File: config.mk
export PLATFORM = sky130hd
export DESIGN_NAME = rtc_status_ctrl_flat
export DESIGN_NICKNAME = d
export VERILOG_FILES = /design/src/pkg/rtc_regs_pkg.sv /design/src/pkg/rtc_link_if.sv /design/src/verilog/rtc_status_ctrl.sv /design/src/flat_wrapper.sv
export SDC_FILE = /design/constraint.sdc
export NUM_CORES = 1
export LEC_CHECK = 0
export BUFFER_PORTS_ARGS = -buffer_cell sky130_fd_sc_hd__buf_2
export CORE_ASPECT_RATIO = 1.1
export CORE_MARGIN = 8
export CORE_UTILIZATION = 53
export DETAILED_ROUTE_END_ITERATION = 16
export MAX_ROUTING_LAYER = met4
export PLACE_DENSITY = 0.78
export SLEW_MARGIN = 30
export SYNTH_ARGS = -nofsm -noshare
export SYNTH_HDL_FRONTEND = slang
export SYNTH_SLANG_ARGS = --single-unit
File: constraint.sdc
create_clock -name sys_clk_i -period 2.2 [get_ports sys_clk_i]
set_clock_uncertainty 0.05 [all_clocks]
set_input_delay 0.22 -clock sys_clk_i [delete_from_list [all_inputs] [get_ports sys_clk_i]]
set_output_delay 0.22 -clock sys_clk_i [all_outputs]
set_load 0.01 [all_outputs]
File: src/pkg/rtc_regs_pkg.sv
`default_nettype none
package rtc_regs_pkg;

    // --------------------------------------------------------------
    // Link register window
    // --------------------------------------------------------------
    localparam logic [3:0] STATUS_FLAGS_ADDR = 4'hE;
    localparam logic [3:0] DIV_TEST_ADDR = 4'hF;
    localparam int BUSY_BIT = 3;
    localparam int PERIODIC_BIT = 2;
    localparam int ALARM_BIT = 1;
    localparam int OSC_STOP_BIT = 0;
    localparam int TEST_A_BIT = 3;
    localparam int TEST_B_BIT = 2;
    localparam int DIV_RESET_BIT = 1;
    localparam logic TEST_SELECT_RESET = 1'b1;
    localparam logic [3:0] ZERO_NIBBLE = 4'h0;

    // --------------------------------------------------------------
    // Timing
    // --------------------------------------------------------------
    localparam int CLK_PERIOD_NS = 10;
    localparam int BUSY_MAX_TIME_NS = 122100;
    localparam int BUSY_MAX_CYCLES = BUSY_MAX_TIME_NS / CLK_PERIOD_NS;

    // --------------------------------------------------------------
    // Host Wishbone map (byte addresses, 32-bit words)
    // --------------------------------------------------------------
    localparam logic [7:0] WB_CMD_ADDR = 8'h00;
    localparam logic [7:0] WB_STATUS_ADDR = 8'h04;
    localparam logic [7:0] WB_IRQ_STATUS_ADDR = 8'h08;
    localparam logic [7:0] WB_IRQ_CLEAR_ADDR = 8'h0C;
    localparam logic [7:0] WB_IRQ_ENABLE_ADDR = 8'h10;
    localparam logic [7:0] WB_CTRL_ADDR = 8'h14;
    localparam int CMD_DATA_LSB = 4;
    localparam int CMD_WRITE_BIT = 8;
    localparam int STAT_BUSY_BIT = 8;
    localparam int STAT_INT_BIT = 9;
    localparam int STAT_CE_BIT = 10;
    localparam int IRQ_DONE_BIT = 0;
    localparam int IRQ_LINK_BIT = 1;
    localparam int IRQ_WIDTH = 2;
    localparam logic CE_RESET = 1'b0;

endpackage
`default_nettype wire

File: src/pkg/rtc_link_if.sv
`timescale 1ns/1ns
`default_nettype none
interface rtc_link_if;
    logic chip_enable;
    logic [3:0] addr;
    logic wr_en;
    logic rd_en;
    logic [3:0] wdata;
    logic [3:0] rdata;
    logic interrupt_out_n;

    modport device (
        input chip_enable, addr, wr_en, rd_en, wdata,
        output rdata, interrupt_out_n
    );
    modport host (
        output chip_enable, addr, wr_en, rd_en, wdata,
        input rdata, interrupt_out_n
    );
endinterface
`default_nettype wire

File: src/verilog/rtc_status_ctrl.sv
// Notes on behaviour
// Status at Eh: busy, periodic, alarm, osc-stop.
// Osc-stop flag sticky; host clears by writing 0.
// Oscillator stop clears timer clock select MSB.
// Enabled alarm match sets flag, interrupt low.
// Alarm flag cleared by disable or write 0.
// Periodic flag mirrors periodic interrupt output low.
// Pulse mode ignores writes; level mode write-0 clears.
// Busy reads 1 during carry or reset pulse.
// Host avoids counter access while busy.
// Busy on adjust, correction, second carry, divider reset.
// Control at Fh: test bits, divider reset; reads 0.
// Divider reset write clears 8Hz..1Hz stages.
// Busy after divider reset at most 122.1us.
// Test bits 1 normal; forced 1 when chip disabled.
// Alarm disable releases alarm interrupt.
//
// Our own choice: the Wishbone slave port.
`timescale 1ns/1ns
`default_nettype none
module rtc_status_ctrl
    import rtc_regs_pkg::*;
#(
    parameter int BUSY_CYCLES = BUSY_MAX_CYCLES,
    parameter int BUSY_W = 14
)
(
    input wire logic sys_clk_i,
    input wire logic reset_i,
    input wire logic clk_en_i,
    rtc_link_if.device link,
    input wire logic osc_stopped_i,
    input wire logic alarm_enable_i,
    input wire logic alarm_time_match_i,
    input wire logic periodic_active_i,
    input wire logic periodic_output_mode_bit_i,
    input wire logic count_carry_enable_i,
    input wire logic second_carry_i,
    input wire logic adjust_30s_i,
    output logic timer_clock_select_msb_clr_o,
    output logic subsecond_divider_reset_o,
    output logic test_select_a_o,
    output logic test_select_b_o,
    output logic counter_busy_o
);

    // --------------------------------------------------------------
    // Elaboration checks
    // --------------------------------------------------------------
    generate
        if (BUSY_CYCLES < 1 || BUSY_CYCLES >= (1 << BUSY_W))
        begin : g_bad_busy
            $error("BUSY_CYCLES does not fit the busy counter");
        end
    endgenerate

    localparam logic [BUSY_W-1:0] BUSY_LOAD = BUSY_W'(BUSY_CYCLES);
    localparam logic [BUSY_W-1:0] BUSY_IDLE = '0;

    // --------------------------------------------------------------
    // State
    // --------------------------------------------------------------
    logic osc_stop_flag_reg;
    logic alarm_match_flag_reg;
    logic periodic_irq_flag_reg;
    logic test_select_a_reg;
    logic test_select_b_reg;
    logic div_reset_reg;
    logic tmr_clr_reg;
    logic osc_stopped_reg;
    logic alarm_hit_reg;
    logic periodic_active_reg;
    logic carry_enable_reg;
    logic carry_pending_reg;
    logic [BUSY_W-1:0] busy_count_reg;
    logic [3:0] rdata_reg;

    // --------------------------------------------------------------
    // Decode
    // --------------------------------------------------------------
    wire ce = link.chip_enable;
    wire wr_status = ce & link.wr_en & (link.addr == STATUS_FLAGS_ADDR);
    wire wr_ctrl = ce & link.wr_en & (link.addr == DIV_TEST_ADDR);
    wire rd_status = ce & link.rd_en & (link.addr == STATUS_FLAGS_ADDR);
    wire counter_busy = (busy_count_reg != BUSY_IDLE);

    wire osc_stop_rise = osc_stopped_i & ~osc_stopped_reg;
    wire alarm_hit = alarm_enable_i & alarm_time_match_i;
    wire alarm_rise = alarm_hit & ~alarm_hit_reg;
    wire periodic_rise = periodic_active_i & ~periodic_active_reg;
    wire level_mode = periodic_output_mode_bit_i;

    // Host clear strobes: only a written 0 clears
    wire osc_clear = wr_status & ~link.wdata[OSC_STOP_BIT];
    wire alarm_clear = wr_status & ~link.wdata[ALARM_BIT];
    wire periodic_clear = wr_status & level_mode & ~link.wdata[PERIODIC_BIT];

    wire div_reset_req = wr_ctrl & link.wdata[DIV_RESET_BIT];
    // A carry held back while counting is off starts a busy window on enable
    wire carry_fix = count_carry_enable_i & ~carry_enable_reg & carry_pending_reg;
    wire busy_start = adjust_30s_i | carry_fix | second_carry_i | div_reset_req;

    // --------------------------------------------------------------
    // Next-state logic
    // --------------------------------------------------------------
    // Set wins over clear so an event in the clearing cycle survives
    wire osc_stop_next = osc_stopped_i | (osc_stop_flag_reg & ~osc_clear);
    wire alarm_next = alarm_rise | (alarm_match_flag_reg & alarm_enable_i & ~alarm_clear);
    // Pulse mode follows the periodic output; level mode latches until written 0
    wire periodic_next = level_mode ?
        (periodic_rise | (periodic_irq_flag_reg & ~periodic_clear)) :
        periodic_active_i;
    wire test_a_next = ~ce | (wr_ctrl ? link.wdata[TEST_A_BIT] : test_select_a_reg);
    wire test_b_next = ~ce | (wr_ctrl ? link.wdata[TEST_B_BIT] : test_select_b_reg);
    wire carry_pending_next = count_carry_enable_i ? 1'b0 :
        (carry_pending_reg | second_carry_i);

    logic [BUSY_W-1:0] busy_next;
    always_comb
    begin
        busy_next = busy_count_reg;
        if (busy_start)
        begin
            busy_next = BUSY_LOAD;
        end
        else if (counter_busy)
        begin
            busy_next = busy_count_reg - 1'b1;
        end
    end

    // Only the status word reads back; the control word and W/O bits read 0
    wire [3:0] status_word = {counter_busy, periodic_irq_flag_reg,
        alarm_match_flag_reg, osc_stop_flag_reg};
    wire [3:0] rdata_next = rd_status ? status_word : ZERO_NIBBLE;

    // --------------------------------------------------------------
    // Flags
    // --------------------------------------------------------------
    always_ff @(posedge sys_clk_i or posedge reset_i)
    begin
        if (reset_i)
        begin
            osc_stop_flag_reg <= 1'b0;
            alarm_match_flag_reg <= 1'b0;
            periodic_irq_flag_reg <= 1'b0;
        end
        else if (clk_en_i)
        begin
            osc_stop_flag_reg <= osc_stop_next;
            alarm_match_flag_reg <= alarm_next;
            periodic_irq_flag_reg <= periodic_next;
        end
    end

    // --------------------------------------------------------------
    // Control bits and strobes
    // --------------------------------------------------------------
    always_ff @(posedge sys_clk_i or posedge reset_i)
    begin
        if (reset_i)
        begin
            test_select_a_reg <= TEST_SELECT_RESET;
            test_select_b_reg <= TEST_SELECT_RESET;
            div_reset_reg <= 1'b0;
            tmr_clr_reg <= 1'b0;
        end
        else if (clk_en_i)
        begin
            test_select_a_reg <= test_a_next;
            test_select_b_reg <= test_b_next;
            div_reset_reg <= div_reset_req;
            tmr_clr_reg <= osc_stop_rise;
        end
    end

    // --------------------------------------------------------------
    // Edge history and busy timer
    // --------------------------------------------------------------
    always_ff @(posedge sys_clk_i or posedge reset_i)
    begin
        if (reset_i)
        begin
            osc_stopped_reg <= 1'b0;
            alarm_hit_reg <= 1'b0;
            periodic_active_reg <= 1'b0;
            carry_enable_reg <= 1'b0;
            carry_pending_reg <= 1'b0;
            busy_count_reg <= BUSY_IDLE;
        end
        else if (clk_en_i)
        begin
            osc_stopped_reg <= osc_stopped_i;
            alarm_hit_reg <= alarm_hit;
            periodic_active_reg <= periodic_active_i;
            carry_enable_reg <= count_carry_enable_i;
            carry_pending_reg <= carry_pending_next;
            busy_count_reg <= busy_next;
        end
    end

    // --------------------------------------------------------------
    // Read data
    // --------------------------------------------------------------
    always_ff @(posedge sys_clk_i or posedge reset_i)
    begin
        if (reset_i)
        begin
            rdata_reg <= ZERO_NIBBLE;
        end
        else if (clk_en_i)
        begin
            rdata_reg <= rdata_next;
        end
    end

    // --------------------------------------------------------------
    // Outputs
    // --------------------------------------------------------------
    assign link.rdata = rdata_reg;
    // Interrupt low while either flag stands; flags are registered so no glitch
    assign link.interrupt_out_n = ~(alarm_match_flag_reg | periodic_irq_flag_reg);
    assign timer_clock_select_msb_clr_o = tmr_clr_reg;
    assign subsecond_divider_reset_o = div_reset_reg;
    assign test_select_a_o = test_select_a_reg;
    assign test_select_b_o = test_select_b_reg;
    assign counter_busy_o = counter_busy;

endmodule // rtc_status_ctrl
`default_nettype wire

File: src/flat_wrapper.sv
// flat-port wrapper written by rule: the top's interface ports become plain ports
module rtc_status_ctrl_flat import rtc_regs_pkg::*;
#(
    parameter int BUSY_CYCLES = BUSY_MAX_CYCLES,
    parameter int BUSY_W = 14
)
  (sys_clk_i, reset_i, clk_en_i, osc_stopped_i, alarm_enable_i, alarm_time_match_i, periodic_active_i, periodic_output_mode_bit_i, count_carry_enable_i, second_carry_i, adjust_30s_i, timer_clock_select_msb_clr_o, subsecond_divider_reset_o, test_select_a_o, test_select_b_o, counter_busy_o, link_chip_enable, link_addr, link_wr_en, link_rd_en, link_wdata, link_rdata, link_interrupt_out_n);
  rtc_link_if link_i ();
  input wire logic sys_clk_i;
  input wire logic reset_i;
  input wire logic clk_en_i;
  input wire logic osc_stopped_i;
  input wire logic alarm_enable_i;
  input wire logic alarm_time_match_i;
  input wire logic periodic_active_i;
  input wire logic periodic_output_mode_bit_i;
  input wire logic count_carry_enable_i;
  input wire logic second_carry_i;
  input wire logic adjust_30s_i;
  output logic timer_clock_select_msb_clr_o;
  output logic subsecond_divider_reset_o;
  output logic test_select_a_o;
  output logic test_select_b_o;
  output logic counter_busy_o;
  input wire logic [$bits(link_i.chip_enable)-1:0] link_chip_enable;
  input wire logic [$bits(link_i.addr)-1:0] link_addr;
  input wire logic [$bits(link_i.wr_en)-1:0] link_wr_en;
  input wire logic [$bits(link_i.rd_en)-1:0] link_rd_en;
  input wire logic [$bits(link_i.wdata)-1:0] link_wdata;
  output wire logic [$bits(link_i.rdata)-1:0] link_rdata;
  output wire logic [$bits(link_i.interrupt_out_n)-1:0] link_interrupt_out_n;
  assign link_i.chip_enable = link_chip_enable;
  assign link_i.addr = link_addr;
  assign link_i.wr_en = link_wr_en;
  assign link_i.rd_en = link_rd_en;
  assign link_i.wdata = link_wdata;
  assign link_rdata = link_i.rdata;
  assign link_interrupt_out_n = link_i.interrupt_out_n;
  rtc_status_ctrl #(.BUSY_CYCLES(BUSY_CYCLES), .BUSY_W(BUSY_W)) u_core (.sys_clk_i(sys_clk_i), .reset_i(reset_i), .clk_en_i(clk_en_i), .link(link_i), .osc_stopped_i(osc_stopped_i), .alarm_enable_i(alarm_enable_i), .alarm_time_match_i(alarm_time_match_i), .periodic_active_i(periodic_active_i), .periodic_output_mode_bit_i(periodic_output_mode_bit_i), .count_carry_enable_i(count_carry_enable_i), .second_carry_i(second_carry_i), .adjust_30s_i(adjust_30s_i), .timer_clock_select_msb_clr_o(timer_clock_select_msb_clr_o), .subsecond_divider_reset_o(subsecond_divider_reset_o), .test_select_a_o(test_select_a_o), .test_select_b_o(test_select_b_o), .counter_busy_o(counter_busy_o));
endmodule
==> key figures, run 1 <==
Detailed routing
  • Number of vias per cell: 6.19
  • DR pass1 iterations: 4
  • DR WL/cell: 17.9 um
  • Final WL: 4.07 mm
  • Residual DRC count: 0
  • Via Count: 1406
  • DRT iter0 DRCs: 69
  • Final ANT Viol Nets: 0

Die
  • Io pins: 32
  • Initial Util: 0.555
  • Die footprint: 4890 um^2
  • Std cell rows: 20
  • Die width: 67.4 um
  • Core Box Area: 2780 um^2
  • Die H: 72.6 um

Logic synthesis
  • Post-synthesis cell type count: 43
  • Ys Warns: 0
  • Net count after synthesis: 172
  • Post-Synthesis Cells: 149
  • Mapped cell area: 1540 um^2
  • Sequential fraction of the synthesis area: 0.489
  • Synth Register Bits: 30
  • Mean Syn Cell Area: 10.3 um^2

Clock tree
  • Num CTS Buffers: 5
  • H-tree depth: 2
  • Clock Latency Late Sink: 0.33 ns
  • Clock sink count: 30
  • Worst-path clk slew: 0.10 ns
  • CTS tree: built
  • CTS Buffer Depth: 2
  • CTS root buffer: clkbuf_4

Power
  • Sequential cell fraction of total power: 0.544
  • Psw: 0.000305 W
  • Pint: 0.000807 W
  • Max IR drop VDD: 461 uV
  • Gate power share: 0.145
  • Net Sw Frac: 0.274
  • Clock power frac: 0.312
  • Power Density: 592 nW/um^2
  • Leak: 0.795 nW

Critical path
  • CP max FO: 11
  • Crit path max-delay cell type: or4b_4
  • Required time of the critical path: 2.34 ns
  • CP Cell Sequence: inv_2, ha_4, or4b_4, buf_4, o41ai_4, buf_6, or3_1, nand3_1
  • CP Class: reg2reg
  • Critical Path Max Stage Delay: 0.48 ns
  • CP arrival: 2.28 ns
  • Crit path launch type: flop
  • Critical Path Start: u_core.busy_count_reg[0]$_DFFE_PP0P_
  • Crit path max-delay family: simple AND/OR/NAND/NOR gates
  • Worst reg2reg startpoint: u_core.busy_count_reg[0]$_DFFE_PP0P_
  • Worst Path Buf+Inv: 3
  • Critical Path End Type: flop

GRT
  • GRT Residual Overflow: 0
  • First-pass GRT wire length: 6.87 mm
  • Vias in the first global route: 1566
  • Initial antenna violation count: 0
  • GRT Overall Usage: 0.186
  • Largest net degree at the start of global routing: 19

STA
  • Measured slew at the worst slew-check pin: 0.572 ns
  • Final Cycle Share: 0.973
  • RSZ-0062 raised after global routing: no
  • Slew HR: 0.618
  • Setup violators final: 0
  • Max Slew Vio Count: 0
  • Final Hold Fails: 0
  • Fmax: 467 MHz
  • Min Tclk post-route: 2.14 ns
  • Setup_tns: 0 ns

Cells and area
  • Commonest non-fill, non-tap cell in the layout: buf_2
  • Max reg flops: 14
  • Most frequent cells in the layout: buf_2 (30), dfrtp_1 (28), nand2_1 (10), buf_4 (10), nand3_1 (9)
  • Fin cells: 227
  • Syn-to-layout area delta: 21.8%
  • Fraction of layout cells with a size suffix above 1: 0.335
  • Final Util: 0.676
  • Storage element area: 753 um^2
  • Fin nets: 216
  • Area occupied by multi-input gates: 739 um^2
  • # fillers: 221
  • N_diodes: 0

Min path
  • Worst hold start: count_carry_enable_i
  • Hold Crit Class: in2reg

Status
  • Status: finished clean

Placement
  • Placer Congestion: 0.939
  • Placed Instances: 212
  • Hpwl dp: 2.99 mm
  • # port buffers: 31

Job
  • Max cap viols: 0
==> final timing paths <==
path,cells after the start,endpoint,slack (ns)
worst max-delay path,8,u_core.busy_count_reg[5]$_DFFE_PP0P_,0.06
worst min-delay path,2,u_core.carry_pending_reg$_DFFE_PP0P_,0.05
worst max register to register,8,u_core.busy_count_reg[5]$_DFFE_PP0P_,0.06
worst min register to register,1,u_core.timer_clock_select_msb_clr_o$_DFFE_PP0P_,0.41
max in group asynchronous,4,u_core.test_select_a_o$_DFFE_PP1P_,0.96
min in group asynchronous,3,u_core.busy_count_reg[0]$_DFFE_PP0P_,0.44
==> per-stage QoR <==
stage	hold WS, ns	setup slack [ns]	power, W	cell area [um^2]
floorplan	0.259	0.188	0.000694	1540
global placement	0.248	0.0651	0.000741	1740
detailed placement	0.260	0.0583	0.000749	1740
CTS	0.0458	0.00532	0.00110	1870
global route	0.0565	0.000619	0.00116	1880
finish	0.0482	0.0593	0.00111	1880
==> per-layer routing <==
metal | share of wire | vias to the layer above | global-route usage
met2 | 0.54 | 46 | 0.334
met5 | 0 | - | -
met4 | 0.015 | 0 | 0.0558
met1 | 0.41 | 696 | 0.184
met3 | 0.034 | 8 | 0.0586
li1 | - | 656 | -
==> logic make-up (layout without fill, tap and decap cells) <==
family,after synthesis,count (layout),synth area share
AOI/OAI and AO/OA,41,41,0.203
and+or+nand+nor,60,60,0.231
buffers and inverters,13,58,0.0422
muxes,3,3,0.0219
DFF,30,30,0.489
adders and majority gates,1,1,0.00812
xor gates and xnor gates,1,1,0.00568
==> worst reg2reg max path, cell delays in order, from the launching register on <==
cell and delay [ns]:
dfrtp_1 0.40, inv_2 0.09, ha_4 0.14, or4b_4 0.48, buf_4 0.17, o41ai_4 0.27
buf_6 0.19, or3_1 0.12, nand3_1 0.09
==> power by group through the flow <==
stage,sequential [W],combinational (W),clock (W)
floorplan,0.000608,0.0000863,0
global placement,0.000611,0.000130,0
detailed placement,0.000613,0.000137,0
CTS,0.000602,0.000153,0.000350
global route,0.000607,0.000180,0.000370
finish,0.000604,0.000161,0.000346
==> cells in the mapped netlist, drive strengths merged <==
master	count	area, um^2
clkbuf	4	16.3
o41ai	2	36.3
dfrtp	28	701
nand4	2	12.5
a2111oi	1	8.76
a21oi	6	30.0
and3	3	18.8
inv	7	26.3
a22o	5	43.8
nand3	9	45.0
or2	1	6.26
nor2b	1	6.26
nor4b	1	8.76
nor2	7	26.3
or3	9	61.3
ha	1	12.5
xnor2	1	8.76
or4	4	30.0
nor3	8	45.0
o221ai	2	17.5
o31ai	7	52.6
and4	1	8.76
nand3b	1	7.51
nor4	1	21.3
o21ai	12	71.3
a22oi	1	7.51
a211o	1	8.76
nand2	10	37.5
o32a	2	20.0
mux2	3	33.8
o2bb2ai	1	8.76
dfstp	2	52.6
buf	2	22.5
o21a	1	7.51
or4b	2	20.0
==> cell type report <==
class                   count  share of cell area
well taps                  33              0.0220
clock inverters             1             0.00266
flip-flops and latches     30               0.401
clock buffers               7              0.0293
multi-input cells         106               0.394
inverters                   7              0.0140
repair buffers             43               0.137
==> timing repair <==
| item | in CTS | in global routing |
|---|---|---|
| hold buffers | 1 | 0 |
| resized for setup | 5 | 2 |
| setup buffers | 5 | 1 |
| pin swaps | 1 | 1 |
| setup endpoints to repair | 1 | 5 |
| endpoints found under the hold margin | 14 | 0 |
No activity file was read; power rests on OpenSTA's default activity.
==> inputs of run 2 (changes only) <==
ABC_CLOCK_PERIOD_IN_PS = 2200   (was default)
RECOVER_POWER = 100   (was default)
==> key figures, run 2 (synthesis gave the netlist of run 1 again) <==
Status
  • Status: finished clean

Detailed routing
  • DRT iter0 DRCs: 70
  • Residual DRC count: 0
  • Final WL: 4.07 mm
  • DR pass1 iterations: 6
  • DR WL/cell: 17.9 um
  • Via Count: 1407
  • Number of vias per cell: 6.20
  • Final ANT Viol Nets: 0

STA
  • Final Hold Fails: 0
  • Max Slew Vio Count: 0
  • Setup violators final: 0
  • Final Cycle Share: 0.974
  • Min Tclk post-route: 2.14 ns
  • RSZ-0062 raised after global routing: no
  • Measured slew at the worst slew-check pin: 0.881 ns
  • Slew HR: 0.413
  • Fmax: 467 MHz
  • Setup_tns: 0 ns

GRT
  • GRT Overall Usage: 0.186
  • Largest net degree at the start of global routing: 19
  • Initial antenna violation count: 0
  • Vias in the first global route: 1566
  • First-pass GRT wire length: 6.87 mm
  • GRT Residual Overflow: 0

Critical path
  • Crit path launch type: flop
  • CP arrival: 2.28 ns
  • Required time of the critical path: 2.34 ns
  • CP Class: reg2reg
  • CP max FO: 11
  • Worst reg2reg startpoint: u_core.busy_count_reg[0]$_DFFE_PP0P_
  • Critical Path End Type: flop
  • Critical Path Start: u_core.busy_count_reg[0]$_DFFE_PP0P_

Power
  • Power Density: 599 nW/um^2
  • Leak: 0.744 nW
  • Max IR drop VDD: 459 uV

Die
  • Core Box Area: 2780 um^2
  • Std cell rows: 20
  • Initial Util: 0.555
  • Io pins: 32
  • Die footprint: 4890 um^2
  • Die width: 67.4 um
  • Die H: 72.6 um

Clock tree
  • Clock sink count: 30
  • Worst-path clk slew: 0.10 ns
  • H-tree depth: 2
  • Clock Latency Late Sink: 0.33 ns
  • CTS Buffer Depth: 2
  • CTS root buffer: clkbuf_4
  • CTS tree: built
  • Num CTS Buffers: 5

Min path
  • Worst hold start: count_carry_enable_i
  • Hold Crit Class: in2reg

Placement
  • Hpwl dp: 2.99 mm
  • # port buffers: 31
  • Placer Congestion: 0.939
  • Dpl cell area: 1740 um^2

Cells and area
  • Max reg flops: 14
  • Syn-to-layout area delta: 20.1%
  • Fin area: 1850 um^2
  • Fin nets: 216
  • Commonest non-fill, non-tap cell in the layout: dfrtp_1
  • Most frequent cells in the layout: dfrtp_1 (28), buf_2 (21), clkbuf_1 (14), nand2_1 (10), nand3_1 (9)
  • N_diodes: 0
  • Fraction of layout cells with a size suffix above 1: 0.258

Job
  • Max cap viols: 0
-- run 2: final cells by class --
class	count	area [um^2]
Clock inverter	1	5.00
Tap cell	33	41.3
Sequential cell	30	753
Timing Repair Buffer	43	231
Multi-Input combinational cell	106	739
Clock buffer	7	55.1
Fill cell	230	926
Inverter	7	26.3
-- run 2: path summary, 6_finish.rpt --
path                                                                   end  slack [ns]  depth (start not counted)
max                                   u_core.busy_count_reg[5]$_DFFE_PP0P_        0.06                          8
min                                   u_core.carry_pending_reg$_DFFE_PP0P_        0.05                          2
max reg2reg                           u_core.busy_count_reg[5]$_DFFE_PP0P_        0.06                          8
min reg2reg                u_core.timer_clock_select_msb_clr_o$_DFFE_PP0P_        0.41                          1
max in group asynchronous         u_core.periodic_irq_flag_reg$_DFFE_PP0P_        0.49                          4
min in group asynchronous             u_core.busy_count_reg[0]$_DFFE_PP0P_        0.43                          3
-- run 2: power breakdown --
| part | internal, W | switching, W |
|---|---|---|
| clock | 0.000155 | 0.000193 |
| combinational | 0.0000694 | 0.0000873 |
| sequential | 0.000579 | 0.0000252 |
-- run 2: critical path, cell delays in order, from the launching register on --
cell and delay [ns]:
dfrtp_1 0.40, inv_2 0.09, ha_4 0.14, or4b_4 0.48, buf_4 0.17, o41ai_4 0.28, buf_6 0.19, or3_1 0.12
nand3_1 0.09
-- run 2: routing by layer --
metal | track usage | routed length (um) | vias to the layer above
met2 | 0.334 | 2210 | 52
met1 | 0.184 | 1660 | 693
met3 | 0.0586 | 179 | 4
met4 | 0.0558 | 29 | 0
li1 | - | - | 658
met5 | - | 0 | -
-- run 2: per-stage QoR --
stage / utilization / total power (W) / hold WS, ns / worst slack [ns] / cells
after floorplan: - / 0.000694 / 0.259 / 0.188 / 149
after global placement: 0.625 / 0.000741 / 0.248 / 0.0651 / 212
after detailed placement: 0.625 / 0.000749 / 0.260 / 0.0583 / 212
after CTS: 0.672 / 0.00110 / 0.0458 / 0.00532 / 226
after global routing: 0.667 / 0.00115 / 0.0575 / 0.00166 / 227
final: 0.667 / 0.00111 / 0.0503 / 0.0566 / 227
-- run 2: timing repair --
action	4_1_cts	5_1_grt
setup endpoints to repair	1	5
hold buffers	1	0
setup buffers	5	1
resized for setup	5	2
pin swaps	1	1
endpoints found under the hold margin	14	0
==> inputs of run 3 (changes only) <==
BUFFER_PORTS_ARGS = -buffer_cell sky130_fd_sc_hd__buf_4   (was -buffer_cell sky130_fd_sc_hd__buf_2)
GPL_TIMING_DRIVEN = 0   (was default)
==> key figures, run 3 (synthesis gave the netlist of run 1 again) <==
STA
  • Min Tclk post-route: 2.14 ns
  • RSZ-0062 raised after global routing: yes
  • Setup_tns: 0 ns
  • Final Cycle Share: 0.975
  • Final Hold Fails: 0
  • Fmax: 466 MHz
  • Setup violators final: 0
  • Slew HR: 0.256
  • Max Slew Vio Count: 0
  • Final WS setup: 0.0560 ns
  • Measured slew at the worst slew-check pin: 1.11 ns

Cells and area
  • N_diodes: 0
  • Final Util: 0.693
  • Fin nets: 216
  • Fin area: 1920 um^2
  • Most frequent cells in the layout: dfrtp_1 (28), buf_4 (26), clkbuf_1 (12), nand2_1 (10), nand3_1 (9)
  • Commonest non-fill, non-tap cell in the layout: dfrtp_1
  • Syn-to-layout area delta: 24.8%
  • Fraction of layout cells with a size suffix above 1: 0.273
  • # fillers: 216
  • Max reg flops: 14

Critical path
  • Critical Path End Type: flop
  • Worst reg-to-reg path cell count: 8
  • Reg-to-reg slack, setup: 0.06 ns
  • CP max FO: 10
  • Crit path max-delay cell type: or4b_4
  • CP Class: reg2reg
  • CP arrival: 2.32 ns
  • Critical Path Max Stage Delay: 0.49 ns
  • CP Cell Sequence: inv_2, ha_4, or4b_4, buf_6, o41ai_4, buf_6, nor3_4, a22o_1
  • Required time of the critical path: 2.38 ns
  • Cell mode on critical path: buf_6
  • Crit path launch type: flop

Power
  • Max IR drop VDD: 451 uV
  • Power Density: 579 nW/um^2
  • Net Sw Frac: 0.271
  • Leak: 0.779 nW
  • Gate power share: 0.148
  • Clock power frac: 0.311
  • Sequential cell fraction of total power: 0.542
  • Tot Pwr: 0.00111 W
  • Pint: 0.000812 W
  • Psw: 0.000302 W

Min path
  • Hold Crit Class: in2reg
  • Hold-critical path depth: 2

Clock tree
  • Clock Latency Late Sink: 0.34 ns
  • CTS tree: built
  • CTS root buffer: clkbuf_4
  • Num CTS Buffers: 5
  • CTS Buffer Depth: 2
  • Worst-path clk slew: 0.09 ns
  • Clock sink count: 30
  • H-tree depth: 2

GRT
  • Initial antenna violation count: 0
  • GRT Residual Overflow: 0
  • First-pass GRT wire length: 6.43 mm
  • Largest net degree at the start of global routing: 31
  • GRT Overall Usage: 0.174
  • Vias in the first global route: 1491

Detailed routing
  • DR WL/cell: 16.5 um
  • Residual DRC count: 0
  • Via Count: 1405
  • Final ANT Viol Nets: 0
  • DRT iter0 DRCs: 90
  • Number of vias per cell: 6.19
  • DR pass1 iterations: 4
  • Final WL: 3.76 mm

Placement
  • Placer Congestion: 0.880
  • Hpwl dp: 2.67 mm
  • Pre-CTS setup slack: 0.0271 ns
  • Dpl cell area: 1810 um^2
  • # port buffers: 30

Die
  • Initial Util: 0.555
  • Std cell rows: 20
  • Core Box Area: 2780 um^2
  • Io pins: 32
  • Die footprint: 4890 um^2
  • Die width: 67.4 um
  • Die H: 72.6 um

Job
  • Max cap viols: 0

Status
  • Status: finished clean
[run 3: layer usage]
layer  vias to the layer above  global-route usage  share of wire
met1                       698               0.193           0.45
met5                         -                   -              0
met3                        11              0.0570          0.042
li1                        659                   -              -
met2                        37               0.280           0.49
met4                         0              0.0721          0.027
[run 3: worst paths after layout]
check                                                     startpoint                                 endpoint
worst max-delay path            u_core.busy_count_reg[1]$_DFFE_PP0P_     u_core.busy_count_reg[6]$_DFFE_PP0P_
worst min-delay path                            count_carry_enable_i     u_core.carry_pending_reg$_DFFE_PP0P_
worst max register to register  u_core.busy_count_reg[1]$_DFFE_PP0P_     u_core.busy_count_reg[6]$_DFFE_PP0P_
worst min register to register      u_core.alarm_hit_reg$_DFFE_PP0P_  u_core.alarm_match_flag_reg$_DFFE_PP0P_
max in group asynchronous                                    reset_i         u_core.link.rdata[2]$_DFFE_PP0P_
min in group asynchronous                                    reset_i     u_core.busy_count_reg[5]$_DFFE_PP0P_
[run 3: repair_timing]
item	4_1_cts	5_1_grt
endpoints found under the setup margin	1	3
setup buffers	7	0
pin swaps	2	1
gates resized for setup	6	3
hold endpoints to repair	28	0
hold buffers	1	0
[run 3: through the flow]
step / instances / hold WS, ns
3_3_place_gp: 212 / 0.362
5_1_grt: 227 / 0.00745
2_1_floorplan: 149 / 0.259
6_report: 227 / 0.0162
4_1_cts: 227 / 0.000278
3_5_place_dp: 212 / 0.293
[run 3: critical path, delay by kind of cell (launching register included)]
| kind | cells | cell delay, ns |
|---|---|---|
| flops | 1 | 0.41 |
| buf+inv | 3 | 0.44 |
| fa+ha+maj | 1 | 0.13 |
| simple gates | 2 | 0.54 |
| compound gates | 2 | 0.47 |
[run 3: cell type report]
class | count | area (um^2) | share of cell area
well taps | 33 | 41.3 | 0.0215
plain buffers | 5 | 27.5 | 0.0143
repair buffers | 38 | 265 | 0.138
inverters | 7 | 26.3 | 0.0137
clock buffers | 7 | 55.1 | 0.0286
flip-flops and latches | 30 | 753 | 0.391
multi-input cells | 106 | 751 | 0.390
clock inverters | 1 | 5.00 | 0.00260
[run 3: power by group through the flow]
stage | logic, W | registers (W) | clock network (W)
after floorplan | 0.0000863 | 0.000608 | 0
after global placement | 0.000143 | 0.000612 | 0
after detailed placement | 0.000147 | 0.000613 | 0
after CTS | 0.000168 | 0.000603 | 0.000355
after global routing | 0.000185 | 0.000607 | 0.000377
final | 0.000165 | 0.000604 | 0.000346
